[src/rtl/vdb_map.vh]
/*
  Constants for the divider bus slave: bus address, command codes, read-back
  byte layout, reset values and the power-good hold time.
  Assumes a 50 MHz system clock; included by every design file of the block.
*/
`ifndef VDB_MAP_VH
`define VDB_MAP_VH

// bus framing
`define VDB_SLAVE_ADDR 7'h71
`define VDB_RW_READ 1'h1
`define VDB_LAST_BIT 4'h7
`define VDB_BIT_CNT_W 4

// command field, bits 7..5 of the command byte
`define VDB_CMD_HI 7
`define VDB_CMD_LO 5
`define VDB_CMD_ON 3'h0
`define VDB_CMD_SETUP 3'h1
`define VDB_CMD_READ 3'h2
`define VDB_CMD_OFF 3'h3

// write byte sequence after the address
`define VDB_BYTE_CMD 2'h0
`define VDB_BYTE_LO 2'h1
`define VDB_BYTE_HI 2'h2
// address byte slot; its ack step wraps the index to the command byte
`define VDB_BYTE_ADDR 2'h3

// divider code placement in a data byte
`define VDB_CODE_HI 7
`define VDB_CODE_LO 3
`define VDB_CODE_W 5
`define VDB_CODE_RST 5'h1f
`define VDB_PAD_BITS 2'h0

// power-good hold time
`define VDB_PG_HOLD_NS 50000
`define VDB_CLK_NS 20
`define VDB_PG_CNT_W 12

// input synchroniser
`define VDB_SYNC_W 4
// idle levels {enable, select, sda, scl}: no false bus edge after reset
`define VDB_SYNC_RST 4'h3

`endif

[src/rtl/vdb_sync.v]
/*
  Three-stage synchroniser for the pin inputs of the divider bus slave.
  Assumes asynchronous pins; the output follows only once stages two and
  three agree, so a single-cycle glitch never reaches the bus logic.
*/
`default_nettype none
`include "vdb_map.vh"

module vdb_sync (
  input wire clk,
  input wire nrst,
  input wire [`VDB_SYNC_W-1:0] pin_in,
  input wire [`VDB_SYNC_W-1:0] rst_val,
  output reg [`VDB_SYNC_W-1:0] level_ff
);

  reg [`VDB_SYNC_W-1:0] stage1_ff;
  reg [`VDB_SYNC_W-1:0] stage2_ff;
  reg [`VDB_SYNC_W-1:0] stage3_ff;

  genvar gi;
  generate
    for (gi = 0; gi < `VDB_SYNC_W; gi = gi + 1)
    begin : g_bit
      // rst_val is a tie-off constant at the instance
      always @(posedge clk)
      begin
        if (!nrst)
        begin
          stage1_ff[gi] <= rst_val[gi];
          stage2_ff[gi] <= rst_val[gi];
          stage3_ff[gi] <= rst_val[gi];
          level_ff[gi] <= rst_val[gi];
        end
        else
        begin
          stage1_ff[gi] <= pin_in[gi];
          stage2_ff[gi] <= stage1_ff[gi];
          stage3_ff[gi] <= stage2_ff[gi];
          if (stage2_ff[gi] == stage3_ff[gi])
            level_ff[gi] <= stage3_ff[gi];
        end
      end
    end
  endgenerate

endmodule
`default_nettype wire

[src/rtl/vdb_pg_timer.v]
/*
  Power-good hold timer: a trigger pulse reloads a down counter and busy
  stays high for the hold time. Assumes the 50 MHz system clock; a trigger
  while running restarts the full hold.
*/
`default_nettype none
`include "vdb_map.vh"

module vdb_pg_timer (
  input wire clk,
  input wire nrst,
  input wire trig,
  output wire busy
);

  localparam integer HOLD_INT = `VDB_PG_HOLD_NS / `VDB_CLK_NS;
  localparam [`VDB_PG_CNT_W-1:0] HOLD_CYC = HOLD_INT[`VDB_PG_CNT_W-1:0];
  localparam [`VDB_PG_CNT_W-1:0] ONE = 12'h001;

  reg [`VDB_PG_CNT_W-1:0] cnt_ff;

  always @(posedge clk)
  begin
    if (!nrst)
      cnt_ff <= {`VDB_PG_CNT_W{1'b0}};
    else if (trig)
      cnt_ff <= HOLD_CYC;
    else if (cnt_ff != {`VDB_PG_CNT_W{1'b0}})
      cnt_ff <= cnt_ff - ONE;
  end

  assign busy = (cnt_ff != {`VDB_PG_CNT_W{1'b0}});

endmodule
`default_nettype wire

[src/rtl/vdb_top.v]
/*
  Bus slave for a programmable feedback divider: two code slots written by
  a Setup transfer, read back with the converter-off status, a two-step
  on/off sequencer, rail shutdown outputs and a timed power-good pin.
  Assumes scl/sda/select/enable arrive asynchronously and that the bus
  clock is far slower than clk; open-drain pins are resolved outside.
*/
// Behaviour
// sample sda on scl rise, drive on fall
// answer only fixed address seven-one hex
// last address bit gives transfer direction
// decode command top three bits only
// codes: on, off, setup, read-back
// setup bytes load slot 0 then 1
// host frames write: start, four bytes, stop
// address mismatch: idle, sda released
// acknowledge matching address for one clock
// acknowledge the command byte
// ack data always, store only for setup
// idle after final write acknowledge
// read: repeated start, ack, send slot 0
// host acks first byte, nacks slot 1
// read byte: code, off status, zeros
// select input picks active slot code
// ignore on until a setup landed
// two adjacent on commands set bus-on
// two adjacent off commands clear bus-on
// slots locked while bus-on and enable
// off status is nand; rails held low
// open-drain pins pulled low or released
// power-good held low after turn-on/select
// reset: slots ones, off, bus idle
// synchronise inputs, counted hold timer
`default_nettype none
`include "vdb_map.vh"

module vdb_top (
  input wire clk,
  input wire nrst,
  input wire scl_in,
  input wire sda_in,
  output wire sda_out,
  output reg sda_oe,
  input wire divider_select_in,
  input wire global_enable_in,
  output reg [`VDB_CODE_W-1:0] divider_code,
  output wire [2:0] rail_en_out,
  output wire [2:0] rail_en_oe,
  output wire power_good_out,
  output wire power_good_oe,
  output reg converter_off_status,
  output reg bus_on_state
);

  ////////////////////////////////////////////////////////////////////////////
  // state encoding and helpers

  localparam [5:0] ST_IDLE = 6'h01;
  localparam [5:0] ST_ADDR = 6'h02;
  localparam [5:0] ST_WACK = 6'h04;
  localparam [5:0] ST_WBYTE = 6'h08;
  localparam [5:0] ST_RBYTE = 6'h10;
  localparam [5:0] ST_RACK = 6'h20;

  localparam [`VDB_BIT_CNT_W-1:0] BIT_ONE = 4'h1;
  localparam [1:0] BYTE_ONE = 2'h1;

  function [7:0] read_byte;
    input [`VDB_CODE_W-1:0] code;
    input off_bit;
    begin
      read_byte = {code, off_bit, `VDB_PAD_BITS};
    end
  endfunction

  function cmd_is;
    input [7:0] cmd;
    input [2:0] code;
    begin
      cmd_is = (cmd[`VDB_CMD_HI:`VDB_CMD_LO] == code);
    end
  endfunction

  ////////////////////////////////////////////////////////////////////////////
  // input synchronisers and edge detection

  wire [`VDB_SYNC_W-1:0] sync_lvl;
  wire scl_s;
  wire sda_s;
  wire sel_s;
  wire en_s;

  vdb_sync u_sync (
    .clk(clk),
    .nrst(nrst),
    .pin_in({global_enable_in, divider_select_in, sda_in, scl_in}),
    .rst_val(`VDB_SYNC_RST),
    .level_ff(sync_lvl)
  );

  assign scl_s = sync_lvl[0];
  assign sda_s = sync_lvl[1];
  assign sel_s = sync_lvl[2];
  assign en_s = sync_lvl[3];

  reg scl_d_ff;
  reg sda_d_ff;
  reg sel_d_ff;

  always @(posedge clk)
  begin
    if (!nrst)
    begin
      scl_d_ff <= 1'b1;
      sda_d_ff <= 1'b1;
      sel_d_ff <= 1'b0;
    end
    else
    begin
      scl_d_ff <= scl_s;
      sda_d_ff <= sda_s;
      sel_d_ff <= sel_s;
    end
  end

  wire scl_rise = scl_s & ~scl_d_ff;
  wire scl_fall = ~scl_s & scl_d_ff;
  // both lines pass equal sync depth, so data edges stay inside scl low
  wire bus_start = scl_s & scl_d_ff & sda_d_ff & ~sda_s;
  wire bus_stop = scl_s & scl_d_ff & ~sda_d_ff & sda_s;

  ////////////////////////////////////////////////////////////////////////////
  // bus protocol engine

  reg [5:0] state_ff;
  reg [`VDB_BIT_CNT_W-1:0] bit_cnt_ff;
  reg [7:0] shift_ff;
  reg [7:0] cmd_ff;
  reg [`VDB_CODE_W-1:0] data_lo_ff;
  reg [1:0] byte_idx_ff;
  reg ack_phase_ff;
  reg is_read_ff;
  reg rd_pend_ff;
  reg host_ack_ff;
  reg rd_second_ff;
  reg [`VDB_CODE_W-1:0] slot0_ff;
  reg [`VDB_CODE_W-1:0] slot1_ff;
  reg setup_done_ff;
  reg pend_on_ff;
  reg pend_off_ff;
  reg seq_on_ff;
  reg seq_off_ff;

  wire [7:0] rx_byte = {shift_ff[6:0], sda_s};
  wire locked = bus_on_state & en_s;

  always @(posedge clk)
  begin
    if (!nrst)
    begin
      state_ff <= ST_IDLE;
      bit_cnt_ff <= {`VDB_BIT_CNT_W{1'b0}};
      shift_ff <= 8'h00;
      cmd_ff <= 8'h00;
      data_lo_ff <= {`VDB_CODE_W{1'b0}};
      byte_idx_ff <= `VDB_BYTE_CMD;
      ack_phase_ff <= 1'b0;
      is_read_ff <= 1'b0;
      rd_pend_ff <= 1'b0;
      host_ack_ff <= 1'b0;
      rd_second_ff <= 1'b0;
      sda_oe <= 1'b0;
      slot0_ff <= `VDB_CODE_RST;
      slot1_ff <= `VDB_CODE_RST;
      setup_done_ff <= 1'b0;
      bus_on_state <= 1'b0;
      pend_on_ff <= 1'b0;
      pend_off_ff <= 1'b0;
      seq_on_ff <= 1'b0;
      seq_off_ff <= 1'b0;
    end
    else if (bus_stop)
    begin
      // a stop ends any transfer; an unfinished read-back is dropped
      state_ff <= ST_IDLE;
      sda_oe <= 1'b0;
      rd_pend_ff <= 1'b0;
    end
    else if (bus_start)
    begin
      // repeated start included: restart address reception
      state_ff <= ST_ADDR;
      bit_cnt_ff <= {`VDB_BIT_CNT_W{1'b0}};
      sda_oe <= 1'b0;
    end
    else
    begin
      case (state_ff)
        ST_IDLE:
        begin
          sda_oe <= 1'b0;
        end
        ST_ADDR:
        begin
          if (scl_rise)
          begin
            shift_ff <= rx_byte;
            bit_cnt_ff <= bit_cnt_ff + BIT_ONE;
            if (bit_cnt_ff == `VDB_LAST_BIT)
            begin
              if (rx_byte[7:1] != `VDB_SLAVE_ADDR)
                state_ff <= ST_IDLE;
              else if (rx_byte[0] == `VDB_RW_READ && !rd_pend_ff)
                state_ff <= ST_IDLE;
              else
              begin
                // any transfer to us breaks a pending on/off pair
                seq_on_ff <= pend_on_ff;
                seq_off_ff <= pend_off_ff;
                pend_on_ff <= 1'b0;
                pend_off_ff <= 1'b0;
                is_read_ff <= rx_byte[0];
                rd_pend_ff <= 1'b0;
                byte_idx_ff <= `VDB_BYTE_ADDR;
                ack_phase_ff <= 1'b0;
                state_ff <= ST_WACK;
              end
            end
          end
        end
        ST_WACK:
        begin
          if (scl_fall && !ack_phase_ff)
          begin
            sda_oe <= 1'b1;
            ack_phase_ff <= 1'b1;
          end
          else if (scl_fall)
          begin
            ack_phase_ff <= 1'b0;
            bit_cnt_ff <= {`VDB_BIT_CNT_W{1'b0}};
            if (is_read_ff)
            begin
              shift_ff <= read_byte(slot0_ff, converter_off_status);
              sda_oe <= ~read_byte(slot0_ff, converter_off_status) >> 7 == 8'h01;
              rd_second_ff <= 1'b0;
              state_ff <= ST_RBYTE;
            end
            else if (byte_idx_ff == `VDB_BYTE_HI)
            begin
              sda_oe <= 1'b0;
              state_ff <= ST_IDLE;
              if (cmd_is(cmd_ff, `VDB_CMD_SETUP))
              begin
                if (!locked)
                begin
                  slot0_ff <= data_lo_ff;
                  slot1_ff <= shift_ff[`VDB_CODE_HI:`VDB_CODE_LO];
                  setup_done_ff <= 1'b1;
                end
              end
              else if (cmd_is(cmd_ff, `VDB_CMD_ON) && setup_done_ff)
              begin
                pend_on_ff <= 1'b1;
                if (seq_on_ff)
                  bus_on_state <= 1'b1;
              end
              else if (cmd_is(cmd_ff, `VDB_CMD_OFF))
              begin
                pend_off_ff <= 1'b1;
                if (seq_off_ff)
                  bus_on_state <= 1'b0;
              end
            end
            else
            begin
              sda_oe <= 1'b0;
              byte_idx_ff <= byte_idx_ff + BYTE_ONE;
              state_ff <= ST_WBYTE;
            end
          end
        end
        ST_WBYTE:
        begin
          if (scl_rise)
          begin
            shift_ff <= rx_byte;
            bit_cnt_ff <= bit_cnt_ff + BIT_ONE;
            if (bit_cnt_ff == `VDB_LAST_BIT)
            begin
              if (byte_idx_ff == `VDB_BYTE_CMD)
              begin
                cmd_ff <= rx_byte;
                // read-back needs the repeated start; it owns no data bytes
                rd_pend_ff <= cmd_is(rx_byte, `VDB_CMD_READ);
              end
              else if (byte_idx_ff == `VDB_BYTE_LO)
                data_lo_ff <= rx_byte[`VDB_CODE_HI:`VDB_CODE_LO];
              state_ff <= ST_WACK;
            end
          end
        end
        ST_RBYTE:
        begin
          if (scl_fall)
          begin
            bit_cnt_ff <= bit_cnt_ff + BIT_ONE;
            if (bit_cnt_ff == `VDB_LAST_BIT)
            begin
              sda_oe <= 1'b0;
              host_ack_ff <= 1'b0;
              state_ff <= ST_RACK;
            end
            else
            begin
              shift_ff <= {shift_ff[6:0], 1'b0};
              sda_oe <= ~shift_ff[6];
            end
          end
        end
        ST_RACK:
        begin
          if (scl_rise)
          begin
            host_ack_ff <= ~sda_s;
            if (sda_s || rd_second_ff)
              state_ff <= ST_IDLE;
          end
          else if (scl_fall && host_ack_ff)
          begin
            shift_ff <= read_byte(slot1_ff, converter_off_status);
            sda_oe <= ~read_byte(slot1_ff, converter_off_status) >> 7 == 8'h01;
            bit_cnt_ff <= {`VDB_BIT_CNT_W{1'b0}};
            rd_second_ff <= 1'b1;
            state_ff <= ST_RBYTE;
          end
        end
        default:
        begin
          state_ff <= ST_IDLE;
          sda_oe <= 1'b0;
        end
      endcase
    end
  end

  // open drain: only ever pulls low
  assign sda_out = 1'b0;

  ////////////////////////////////////////////////////////////////////////////
  // converter control and power good

  wire off_next = ~(en_s & bus_on_state);
  wire pg_busy;
  // turn-on edge, or a select change while running, restarts the hold
  wire pg_trig = (converter_off_status & ~off_next) |
                 (~converter_off_status & (sel_s ^ sel_d_ff));

  always @(posedge clk)
  begin
    if (!nrst)
    begin
      converter_off_status <= 1'b1;
      divider_code <= `VDB_CODE_RST;
    end
    else
    begin
      converter_off_status <= off_next;
      divider_code <= sel_s ? slot1_ff : slot0_ff;
    end
  end

  vdb_pg_timer u_pg_timer (
    .clk(clk),
    .nrst(nrst),
    .trig(pg_trig),
    .busy(pg_busy)
  );

  assign rail_en_out = 3'h0;
  assign rail_en_oe = {3{converter_off_status}};
  assign power_good_out = 1'b0;
  assign power_good_oe = converter_off_status | pg_busy;

endmodule
`default_nettype wire

[config.mk]
export PLATFORM = sky130hd
export DESIGN_NAME = vdb_top
export DESIGN_NICKNAME = d
export VERILOG_FILES = /design/src/rtl/vdb_sync.v /design/src/rtl/vdb_pg_timer.v /design/src/rtl/vdb_top.v
export VERILOG_INCLUDE_DIRS = /design/src /design/src/rtl
export SDC_FILE = /design/constraint.sdc
export NUM_CORES = 1
export LEC_CHECK = 0
export BUFFER_PORTS_ARGS = -buffer_cell sky130_fd_sc_hd__buf_2
export CAP_MARGIN = 30
export CORE_ASPECT_RATIO = 0.5
export CORE_MARGIN = 5
export CORE_UTILIZATION = 55
export DETAILED_ROUTE_END_ITERATION = 6
export HOLD_SLACK_MARGIN = 0.08
export PLACE_DENSITY = 0.87
export SYNTH_ARGS = -nofsm -noshare
export SYNTH_HDL_FRONTEND = slang
export SYNTH_SLANG_ARGS = --single-unit
[constraint.sdc]
create_clock -name clk -period 1.8 [get_ports clk]
set_clock_uncertainty 0.05 [all_clocks]
set_input_delay 0.45 -clock clk [delete_from_list [all_inputs] [get_ports clk]]
set_output_delay 0.45 -clock clk [all_outputs]
set_load 0.05 [all_outputs]
== Yosys cells after proc, flatten, opt, wreduce, memory -nomap -nowiden ==
Cells that the tools add are included.
Storage, ports and cells
  output and inout port bits: 17
  bits of input ports: 6
  flip-flop bits (word level): 92
Cells by class
  bitwise logic cells: 33
  $add $sub $neg: 3
  mux-type cells: 94
  reduce and logical (&&, ||, !) cells: 40
  equality and inequality tests: 59
Operator list (count)
  6-bit 2-to-1 mux: 11
  8-bit 2-to-1 mux: 8
  11-bit AND reduction: 5
  2-bit inequality test (second input constant): 25
  1-bit 2-to-1 mux: 41
  3-bit inequality test (second input constant): 13
  6-bit one-hot mux with 6 select lines: 1
  4-bit 2-to-1 mux: 8
  8-bit one-hot mux with 4 select lines: 1
  12-bit 2-to-1 mux: 2
  8-bit AND reduction: 3
  2-bit 2-to-1 mux: 9
  1-bit NOT: 18
  9-bit AND reduction: 2
  8-bit NOT: 2
  4-bit one-hot mux with 4 select lines: 1
  14-bit AND reduction: 1
  7-bit AND reduction: 2
  2-bit nonzero test: 7
  13-bit AND reduction: 1
  1-bit one-hot mux with 2 select lines: 6
  6-bit AND reduction: 2
  12-bit nonzero test: 1
  12-bit by 1-bit subtractor with 12-bit output (second input constant): 1
  other kinds (35): 58

== Depth between registers and ports, before layout ==
Gate-level depths: netlist (run 1).
  depth after elaboration: 9
  depth in mapped cells: 10
  mapped depth without buffers: 8

== Hierarchy ==
Synthesis (run 1) repeated with hierarchy kept, for this count alone.
Second synthesis, totals
  cells, all modules: 515
  area, all modules: 4505.6 um^2
Modules (own cells, without submodules)
  vdb_top: seq. area each 1181.1 um^2, times used 1, area an instance 3245.6 um^2, cells each 375
  vdb_pg_timer: seq. area each 240.2 um^2, times used 1, area an instance 689.4 um^2, cells each 78
  vdb_sync: seq. area each 360.3 um^2, times used 1, area an instance 570.5 um^2, cells each 62

== Least setup slack after synthesis (run 1) ==
Ideal clock, no wire load.
  kind: register to register
  start: register state_ff[1]
  end: register shift_ff[6]
  arrival time: 1769 ps
  setup slack: -136 ps
  period minus slack after synthesis: 1936 ps
  stages on the path, launching flop included: 9
  path buffers: 3
  cells stage by stage: dfxtp_1 buf_6 or4_4 nor3_1 a31oi_1 and3_1 buf_6 buf_6 o211a_1
Between the ends
  longest elaborated chain between the ends: 4
  elaborated cells on any way between the ends: 17
  classes of those cells: eq/ne (13); mux (1); reduce/logical (3)
Ends and longest elaborated chain
  start, declared: RTL line vdb_top.v:135  | reg [5:0] state_ff;
  start signal, assigned: RTL line vdb_top.v:161  | state_ff <= ST_IDLE;
  start signal, assigned: RTL line vdb_top.v:185  | state_ff <= ST_IDLE;
  start signal, assigned: RTL line vdb_top.v:192  | state_ff <= ST_ADDR;
  6-bit by 4-bit == test with 1-bit output / 6-bit by 2-bit == test with 1-bit output (equally long branches): RTL line vdb_top.v:198  | case (state_ff)
  2-bit OR reduction (no line)
  2-bit by 1-bit inequality test with 1-bit output (no line) / 4-bit nonzero test (equally long branches)
  11-bit AND reduction (no line)
  end signal, assigned: RTL line vdb_top.v:207  | shift_ff <= rx_byte;
  end signal, assigned: RTL line vdb_top.v:244  | shift_ff <= read_byte(slot0_ff, converter_off_status);
  end signal, assigned: RTL line vdb_top.v:287  | shift_ff <= rx_byte;
  end, declared: RTL line vdb_top.v:137  | reg [7:0] shift_ff;
Several ways; a longest one is shown, not always the timed one.
A chain may end at the register's enable or synchronous reset.

== Final worst setup path (run 1) ==
  start: register u_pg_timer.cnt_ff[5]
  end: output power_good_oe
Between the ends
  longest elaborated chain between the ends: 2
Ends and longest elaborated chain
  start, declared: RTL line vdb_pg_timer.v:20  | reg [`VDB_PG_CNT_W-1:0] cnt_ff;
  start signal, assigned: RTL line vdb_pg_timer.v:25  | cnt_ff <= {`VDB_PG_CNT_W{1'b0}};
  start signal, assigned: RTL line vdb_pg_timer.v:29  | cnt_ff <= cnt_ff - ONE;
  12-bit nonzero test: RTL line vdb_pg_timer.v:32  | assign busy = (cnt_ff != {`VDB_PG_CNT_W{1'b0}});
  1-bit OR: RTL line vdb_top.v:383  | assign power_good_oe = converter_off_status | pg_busy;
  end, declared: RTL line vdb_top.v:50  | output wire power_good_oe,
Every way passes these cells.

==> Flow_metrics.wiki, run 1 <==
{| class="wikitable"
! Metric !! Value
|-
| Minimum period implied by the final worst setup slack || 1.97 ns
|-
| Tightest Hold Check Type || in2reg
|-
| Highest clock rate || 506 MHz
|-
| Arrival time of the worst setup path || ~1.5 ns
|-
| WL final || roughly 12 mm
|-
| # rows || 22
|-
| Hold violation total from the final report || 0
|-
| Post-synthesis cell type count || 61
|-
| Die area || 9550 µm²
|-
| Core footprint || ~7300 µm²
|-
| Worst-path clk slew || ~0.060 ns
|-
| Final #Nets || 564
|-
| Post-layout utilization of the core || 76.8%
|-
| Diode insertion count for antenna repair || 0
|-
| Setup slack after layout || -0.175 ns
|-
| Maximum level of the CTS H-tree || 3
|-
| Clock tree from TritonCTS || yes
|-
| Final max-slew violation count || 0
|-
| Ratio of cells with drive above 1 in the final layout || 35.2%
|-
| R2r startpoint || u_sync.level_ff[0]
|-
| Flop and latch count out of synthesis || 87
|-
| Post-detailed-placement half-perimeter wirelength || roughly 7.4 mm
|-
| Global-route wire length before repair || approximately 18 mm
|-
| Number of violations of the max-capacitance limit || 0
|-
| Effective utilization at floorplan || 56.8%
|-
| Maximum number of pins on one net before global-route repair || 24
|-
| Worst-skew pair later-pin latency || 0.34 ns
|-
| Final Wtd Congestion || 1.01
|-
| Flip-flop cell with the highest count after synthesis || sky130_fd_sc_hd__dfxtp_1
|-
| Clock Sinks || 87
|-
| Highest net fanout along the worst path || 5
|-
| Library cell used as clock root buffer || sky130_fd_sc_hd__clkbuf_16
|-
| Cell with the most instances after synthesis || sky130_fd_sc_hd__dfxtp_1
|-
| Area fraction of the dominant cell type after synthesis || 41.7%
|-
| Post-synthesis async set-or-reset flop share || 0%
|-
| Maximum buffer depth of the clock tree || 2
|-
| Number of endpoints failing setup at the final stage || 35
|-
| Startpoint type of the worst setup path || flop
|-
| Post-route DRC violation count || 0
|-
| Area grow syn2layout || 35.1%
|-
| Worst slack at placement || -0.216 ns
|-
| Worst Hold Launch || scl_in
|-
| Count of antenna-violating nets left after detailed routing || 0
|-
| Via count of the first global-routing pass || between 3000 and 4000
|-
| Post-Syn Instances || 468
|-
| Cell type contributing the most total cell area after synthesis || sky130_fd_sc_hd__dfxtp_1
|-
| Height of the die || 71.6 µm
|-
| Result of the run || finished, violations left
|-
| Per-cell routed wire length || 17.7 µm
|-
| Vias || around 3800
|-
| Startpoint of the most critical setup path || u_pg_timer.cnt_ff[5]
|-
| Unrepaired setup endpoints after global routing || yes
|-
| Via density || between 5 and 6
|-
| Initial antenna violation count || 0
|-
| Critical path required time || 1.30 ns
|-
| Router iterations before antenna repair || 5
|-
| Hold Worst Slack || 0.236 ns
|-
| Mean area per synthesized cell || 8.93 µm²
|-
| Worst supply voltage drop on vdd || between 0.8 and 0.9 mV
|-
| Number of placed I/O pins || 23
|-
| Violations in the final reports || setup timing
|-
| Leftover overflow at the end of global routing || 0
|-
| PnR Total Power || 5.16 mW
|-
| CP endpoint kind || output pin
|-
| Number of flops mapped to enable cells by yosys || 0
|-
| Part of the cycle the worst path needs || 110%
|-
| Seq/Total Area, Yosys || 41.7%
|-
| P per Cell Area || 914 nW/µm²
|-
| Combined area of all synthesized cells || 4180 µm²
|-
| WS Path Type || reg2out
|-
| Leading post-synthesis cells by instance count || sky130_fd_sc_hd__dfxtp_1, sky130_fd_sc_hd__nand2_1, sky130_fd_sc_hd__nor2_1
|-
| Top cells by area in the synthesized netlist || sky130_fd_sc_hd__dfxtp_1, sky130_fd_sc_hd__mux2i_1, sky130_fd_sc_hd__nand2_1
|-
| Number of design-rule violations left by the first detailed-router iteration || 328
|-
| PortBufs || 17
|-
| Yosys synthesis warning count || 0
|-
| Global Route Usage Sum || 23.9%
|-
| Sum of negative setup slack || -3.75 ns
|-
| Static Leak || about 2.3 nW
|-
| Die Width || 133 µm
|-
| Hold Buf Count CTS || 0
|-
| Inserted Clock Buffers || 9
|}
==> flip-flops by register name (all words and copies together) (netlist names), 2 cells and up <==
name / count
bit_cnt_ff: 4
byte_idx_ff: 2
cmd_ff: 3
data_lo_ff: 5
divider_code: 5
shift_ff: 8
slot0_ff: 5
slot1_ff: 5
state_ff: 6
u_pg_timer.cnt_ff: 12
u_sync.level_ff: 4
u_sync.stage1_ff: 4
u_sync.stage2_ff: 4
u_sync.stage3_ff: 4
==> metrics by stage <==
step                cells  instance area [µm²]
finish                653                 5640
global route          653                 5640
CTS                   648                 5490
detailed placement    629                 4840
global placement      629                 4840
floorplan             472                 4210
==> per-layer routing <==
layer	vias up	track usage, %	part of all wire, %
met5	-	0	0
met4	0	10.4	2.7
met3	34	5.96	6.7
met2	154	38.1	46
met1	1826	31.1	44
li1	1819	-	-
==> power by group <==
part           switching [mW]  internal (mW)  leakage [nW]  total [mW]
Clock                   0.746           1.35         0.166        2.10
Combinational           0.478          0.459          1.41       0.938
Sequential             0.0973           2.03         0.712        2.12
Total                    1.32           3.84          2.29        5.16
==> layout make-up <==
class | count | area, µm²
Tap cell | 96 | 120
Fill cell | 417 | 1710
Inverter | 10 | 37.5
Clock buffer | 10 | 229
Clock inverter | 6 | 109
Timing Repair Buffer | 102 | 805
Multi-Input combinational cell | 342 | 2570
Sequential cell | 87 | 1780
==> timing repair <==
action | 4_1_cts | 5_1_grt
pin swaps | 23 | 17
cloned | 1 | 0
endpoints found under the setup margin | 43 | 51
setup buffers | 3 | 7
gates resized for setup | 74 | 31
==> cell usage in the layout (no fill, tap or decap), types with 4 or more instances in the layout <==
cell | Yosys | routed
sky130_fd_sc_hd__a22oi_1 | 4 | 4
sky130_fd_sc_hd__nand3_1 | 22 | 19
sky130_fd_sc_hd__nand2_1 | 44 | 41
sky130_fd_sc_hd__ha_1 | 6 | 5
sky130_fd_sc_hd__o21a_1 | 6 | 6
sky130_fd_sc_hd__o211ai_1 | 5 | 5
sky130_fd_sc_hd__a21oi_1 | 16 | 12
sky130_fd_sc_hd__nor2_2 | 0 | 5
sky130_fd_sc_hd__clkbuf_16 | 0 | 9
sky130_fd_sc_hd__nor3_2 | 0 | 4
sky130_fd_sc_hd__nand2b_1 | 16 | 15
sky130_fd_sc_hd__o21ai_1 | 3 | 5
sky130_fd_sc_hd__nor2_4 | 0 | 4
sky130_fd_sc_hd__nor4_4 | 0 | 4
sky130_fd_sc_hd__buf_4 | 9 | 75
sky130_fd_sc_hd__o211a_1 | 6 | 6
sky130_fd_sc_hd__nand3b_1 | 6 | 6
sky130_fd_sc_hd__buf_6 | 4 | 7
sky130_fd_sc_hd__inv_1 | 10 | 9
sky130_fd_sc_hd__nand4_1 | 5 | 5
sky130_fd_sc_hd__conb_1 | 1 | 5
sky130_fd_sc_hd__xnor2_1 | 6 | 6
sky130_fd_sc_hd__mux2i_1 | 31 | 31
sky130_fd_sc_hd__a31oi_1 | 5 | 4
sky130_fd_sc_hd__and3_4 | 0 | 4
sky130_fd_sc_hd__and2_1 | 9 | 7
sky130_fd_sc_hd__o21ai_0 | 15 | 13
sky130_fd_sc_hd__nor2_1 | 36 | 27
sky130_fd_sc_hd__buf_2 | 5 | 16
sky130_fd_sc_hd__dfxtp_4 | 0 | 7
sky130_fd_sc_hd__nor2b_1 | 22 | 17
sky130_fd_sc_hd__a21boi_0 | 6 | 5
sky130_fd_sc_hd__dfxtp_1 | 87 | 74
sky130_fd_sc_hd__dfxtp_2 | 0 | 6
==> worst max-delay path, cell delays in order (launching register included) <==
cell	delay (ns)
sky130_fd_sc_hd__dfxtp_4	0.36
sky130_fd_sc_hd__nor4_4	0.30
sky130_fd_sc_hd__and4_4	0.28
sky130_fd_sc_hd__nand2b_4	0.06
sky130_fd_sc_hd__buf_8	0.14
==> kinds of logic after synthesis <==
logic type | synth area share (%)
fa+ha+maj | 1.80
buf+inv | 5.57
flops | 41.7
other cells | 0.0898
xor+xnor | 2.10
compound gates | 16.6
simple gates | 24.8
mux | 7.43
==> path summary, 6_finish.rpt <==
kind | end | cells past startpoint | slack [ns]
min | u_sync.stage1_ff[0] | 2 | 0.24
min reg2reg | u_sync.stage2_ff[1] | 1 | 0.36
max | power_good_oe | 4 | -0.17
max reg2reg | slot1_ff[4] | 7 | -0.16
Power figures use the tool's default switching activity.
==> run 2: changes to the inputs <==
CORE_MARGIN = 4   (was 5)
CORE_UTILIZATION = 61   (was 55)
PLACE_DENSITY = 0.91   (was 0.87)
REMOVE_ABC_BUFFERS = 1   (was not set)
clock period = 2 ns   (was 1.8 ns; I/O delays follow)
==> Flow_metrics.wiki, run 2 (synthesis gave the netlist of run 1 again) <==
{| class="wikitable"
! Metric !! Value
|-
| Number of inserted filler cells in the final layout || 284
|-
| Minimum period implied by the final worst setup slack || 2.20 ns
|-
| Violations in the final reports || setup timing
|-
| Leftover overflow at the end of global routing || 0
|-
| Effective utilization at floorplan || between 60% and 70%
|-
| Static Leak || 2.19 nW
|-
| Area grow syn2layout || 28.2%
|-
| Vias || 4357
|-
| Initial antenna violation count || 0
|-
| # rows || 20
|-
| Diode insertion count for antenna repair || 0
|-
| WL final || roughly 15 mm
|-
| Router iterations before antenna repair || 7
|-
| Cell with the biggest individual delay on the critical path || sky130_fd_sc_hd__dfxtp_2
|-
| Max stage delay on crit path || 0.37 ns
|-
| Result of the run || finished, violations left
|-
| Register-to-register setup slack || -0.20 ns
|-
| Global-route wire length before repair || about 18 mm
|-
| Post-route DRC violation count || 0
|-
| Library cell used as clock root buffer || sky130_fd_sc_hd__clkbuf_16
|-
| Worst supply voltage drop on vdd || 0.684 mV
|-
| Clock tree from TritonCTS || yes
|-
| Highest clock rate || 454 MHz
|-
| Number of placed I/O pins || 23
|-
| Tightest Hold Check Type || in2reg
|-
| Via count of the first global-routing pass || between 3000 and 4000
|-
| Number of endpoints failing setup at the final stage || 20
|-
| Part of the cycle the worst path needs || 110%
|-
| Slew HR || 60.4%
|-
| Leading cell types in the layout, fill and taps excluded || sky130_fd_sc_hd__dfxtp_1, sky130_fd_sc_hd__buf_4, sky130_fd_sc_hd__nand2_1
|-
| WS Path Type || reg2reg
|-
| Die area || 8320 µm²
|-
| Maximum buffer depth of the clock tree || 2
|-
| Height of the die || 66.5 µm
|-
| Final Wtd Congestion || 0.999
|-
| Largest registers ranked by flip-flop count || u_pg_timer.cnt_ff: 12 flops, shift_ff: 8 flops, state_ff: 6 flops
|-
| Via density || 6.99
|-
| Ratio of cells with drive above 1 in the final layout || 29.0%
|-
| Largest register FFs || 12
|-
| Maximum level of the CTS H-tree || 3
|-
| Maximum number of pins on one net before global-route repair || 29
|-
| Unrepaired setup endpoints after global routing || yes
|-
| Core footprint || 6360 µm²
|-
| Hold violation total from the final report || 0
|-
| P per Cell Area || 859 nW/µm²
|-
| Worst-skew pair later-pin latency || 0.36 ns
|-
| Post-detailed-placement half-perimeter wirelength || ~7.2 mm
|-
| Number of design-rule violations left by the first detailed-router iteration || 675
|-
| Final #Nets || about 540
|-
| Worst-path clk slew || approximately 0.07 ns
|-
| Clock Sinks || 87
|-
| Number of violations of the max-capacitance limit || 0
|-
| CP endpoint kind || flop
|-
| Inserted Clock Buffers || 9
|-
| Global Route Usage Sum || 28.2%
|-
| Cell area after layout || 5350 µm²
|-
| Series of cell instances along the critical path || buf_4 > nor3_4 > buf_4 > o211a_1 > buf_6 > nor2_1 > nand2_1 > nand3_1 > o211a_1
|-
| Largest reg by FF count || u_pg_timer.cnt_ff
|-
| Die Width || 125 µm
|-
| Final max-slew violation count || 0
|-
| Setup slack after layout || -0.205 ns
|-
| PortBufs || 17
|-
| Count of antenna-violating nets left after detailed routing || 0
|-
| Commonest non-fill, non-tap cell in the layout || sky130_fd_sc_hd__dfxtp_1
|-
| Highest net fanout along the worst path || 9
|-
| Per-cell routed wire length || ~23 µm
|-
| Arrival time of the worst setup path || 2.40 ns
|-
| Post-layout utilization of the core || around 84%
|-
| Startpoint type of the worst setup path || flop
|-
| Post-detailed-placement cell area || 4550 µm²
|-
| Worst-margin pin slew || 0.591 ns
|-
| Critical path required time || ~2.2 ns
|}
run 2: cell count changes in the layout (fill, tap and decap cells not counted), sizes merged:
cell	change
buf	-24
bufinv	-2
clkbuf	+2
clkinvlp	+2
clkinv	-1
inv	+1
run 2: path summary, 6_finish.rpt:
path | end | from | cells after the start
worst max-delay path | shift_ff[4] | state_ff[5] | 9
worst min-delay path | u_sync.stage1_ff[0] | scl_in | 2
worst max register to register | shift_ff[4] | state_ff[5] | 9
worst min register to register | u_sync.stage2_ff[0] | u_sync.stage1_ff[0] | 1
run 2: routing by layer:
metal	vias up	global-route usage [%]	routed length, µm
li1	1783	-	-
met1	2030	32.1	5250
met2	422	48.4	6610
met3	122	8.33	1680
met4	0	15.8	967
met5	-	0	0
run 2: cell type report:
class	instances	area (µm²)	share of cell area (%)
clock buffers	10	239	4.46
flip-flops and latches	87	1770	33.0
well taps	88	110	2.06
repair buffers	80	644	12.0
inverters	10	40.0	0.748
multi-input cells	342	2480	46.2
clock inverters	6	78.8	1.47
run 2: timing repair:
action,4_1_cts,5_1_grt
setup endpoints to repair,28,42
gates cloned,0,2
resized for setup,28,49
pin swaps,4,12
setup buffers,2,17
hold buffers,0,0
run 2: worst max-delay path: cells and delay by family, from the launching register on:
kind                   cells  cell delay, ns
buffers and inverters      3            0.52
and+or+nand+nor            4            0.71
DFF                        1            0.37
AOI/OAI and AO/OA          2            0.46
run 2: power breakdown:
part	switching, mW	total [mW]	internal (mW)
Combinational	0.496	0.880	0.384
Sequential	0.113	1.94	1.82
Clock	0.760	1.78	1.02
Total	1.37	4.60	3.23
run 2: stage by stage:
step,power (mW),setup TNS (ns),instances,setup slack (ns),hold WS [ns]
floorplan,2.35,-9.32,439,-0.726,0.336
global placement,2.48,-0.460,586,-0.0594,0.339
detailed placement,2.51,-0.692,586,-0.124,0.342
CTS,4.31,-0.0733,604,-0.0733,0.269
global route,4.73,-2.89,623,-0.230,0.279
finish,4.60,-1.12,623,-0.205,0.276
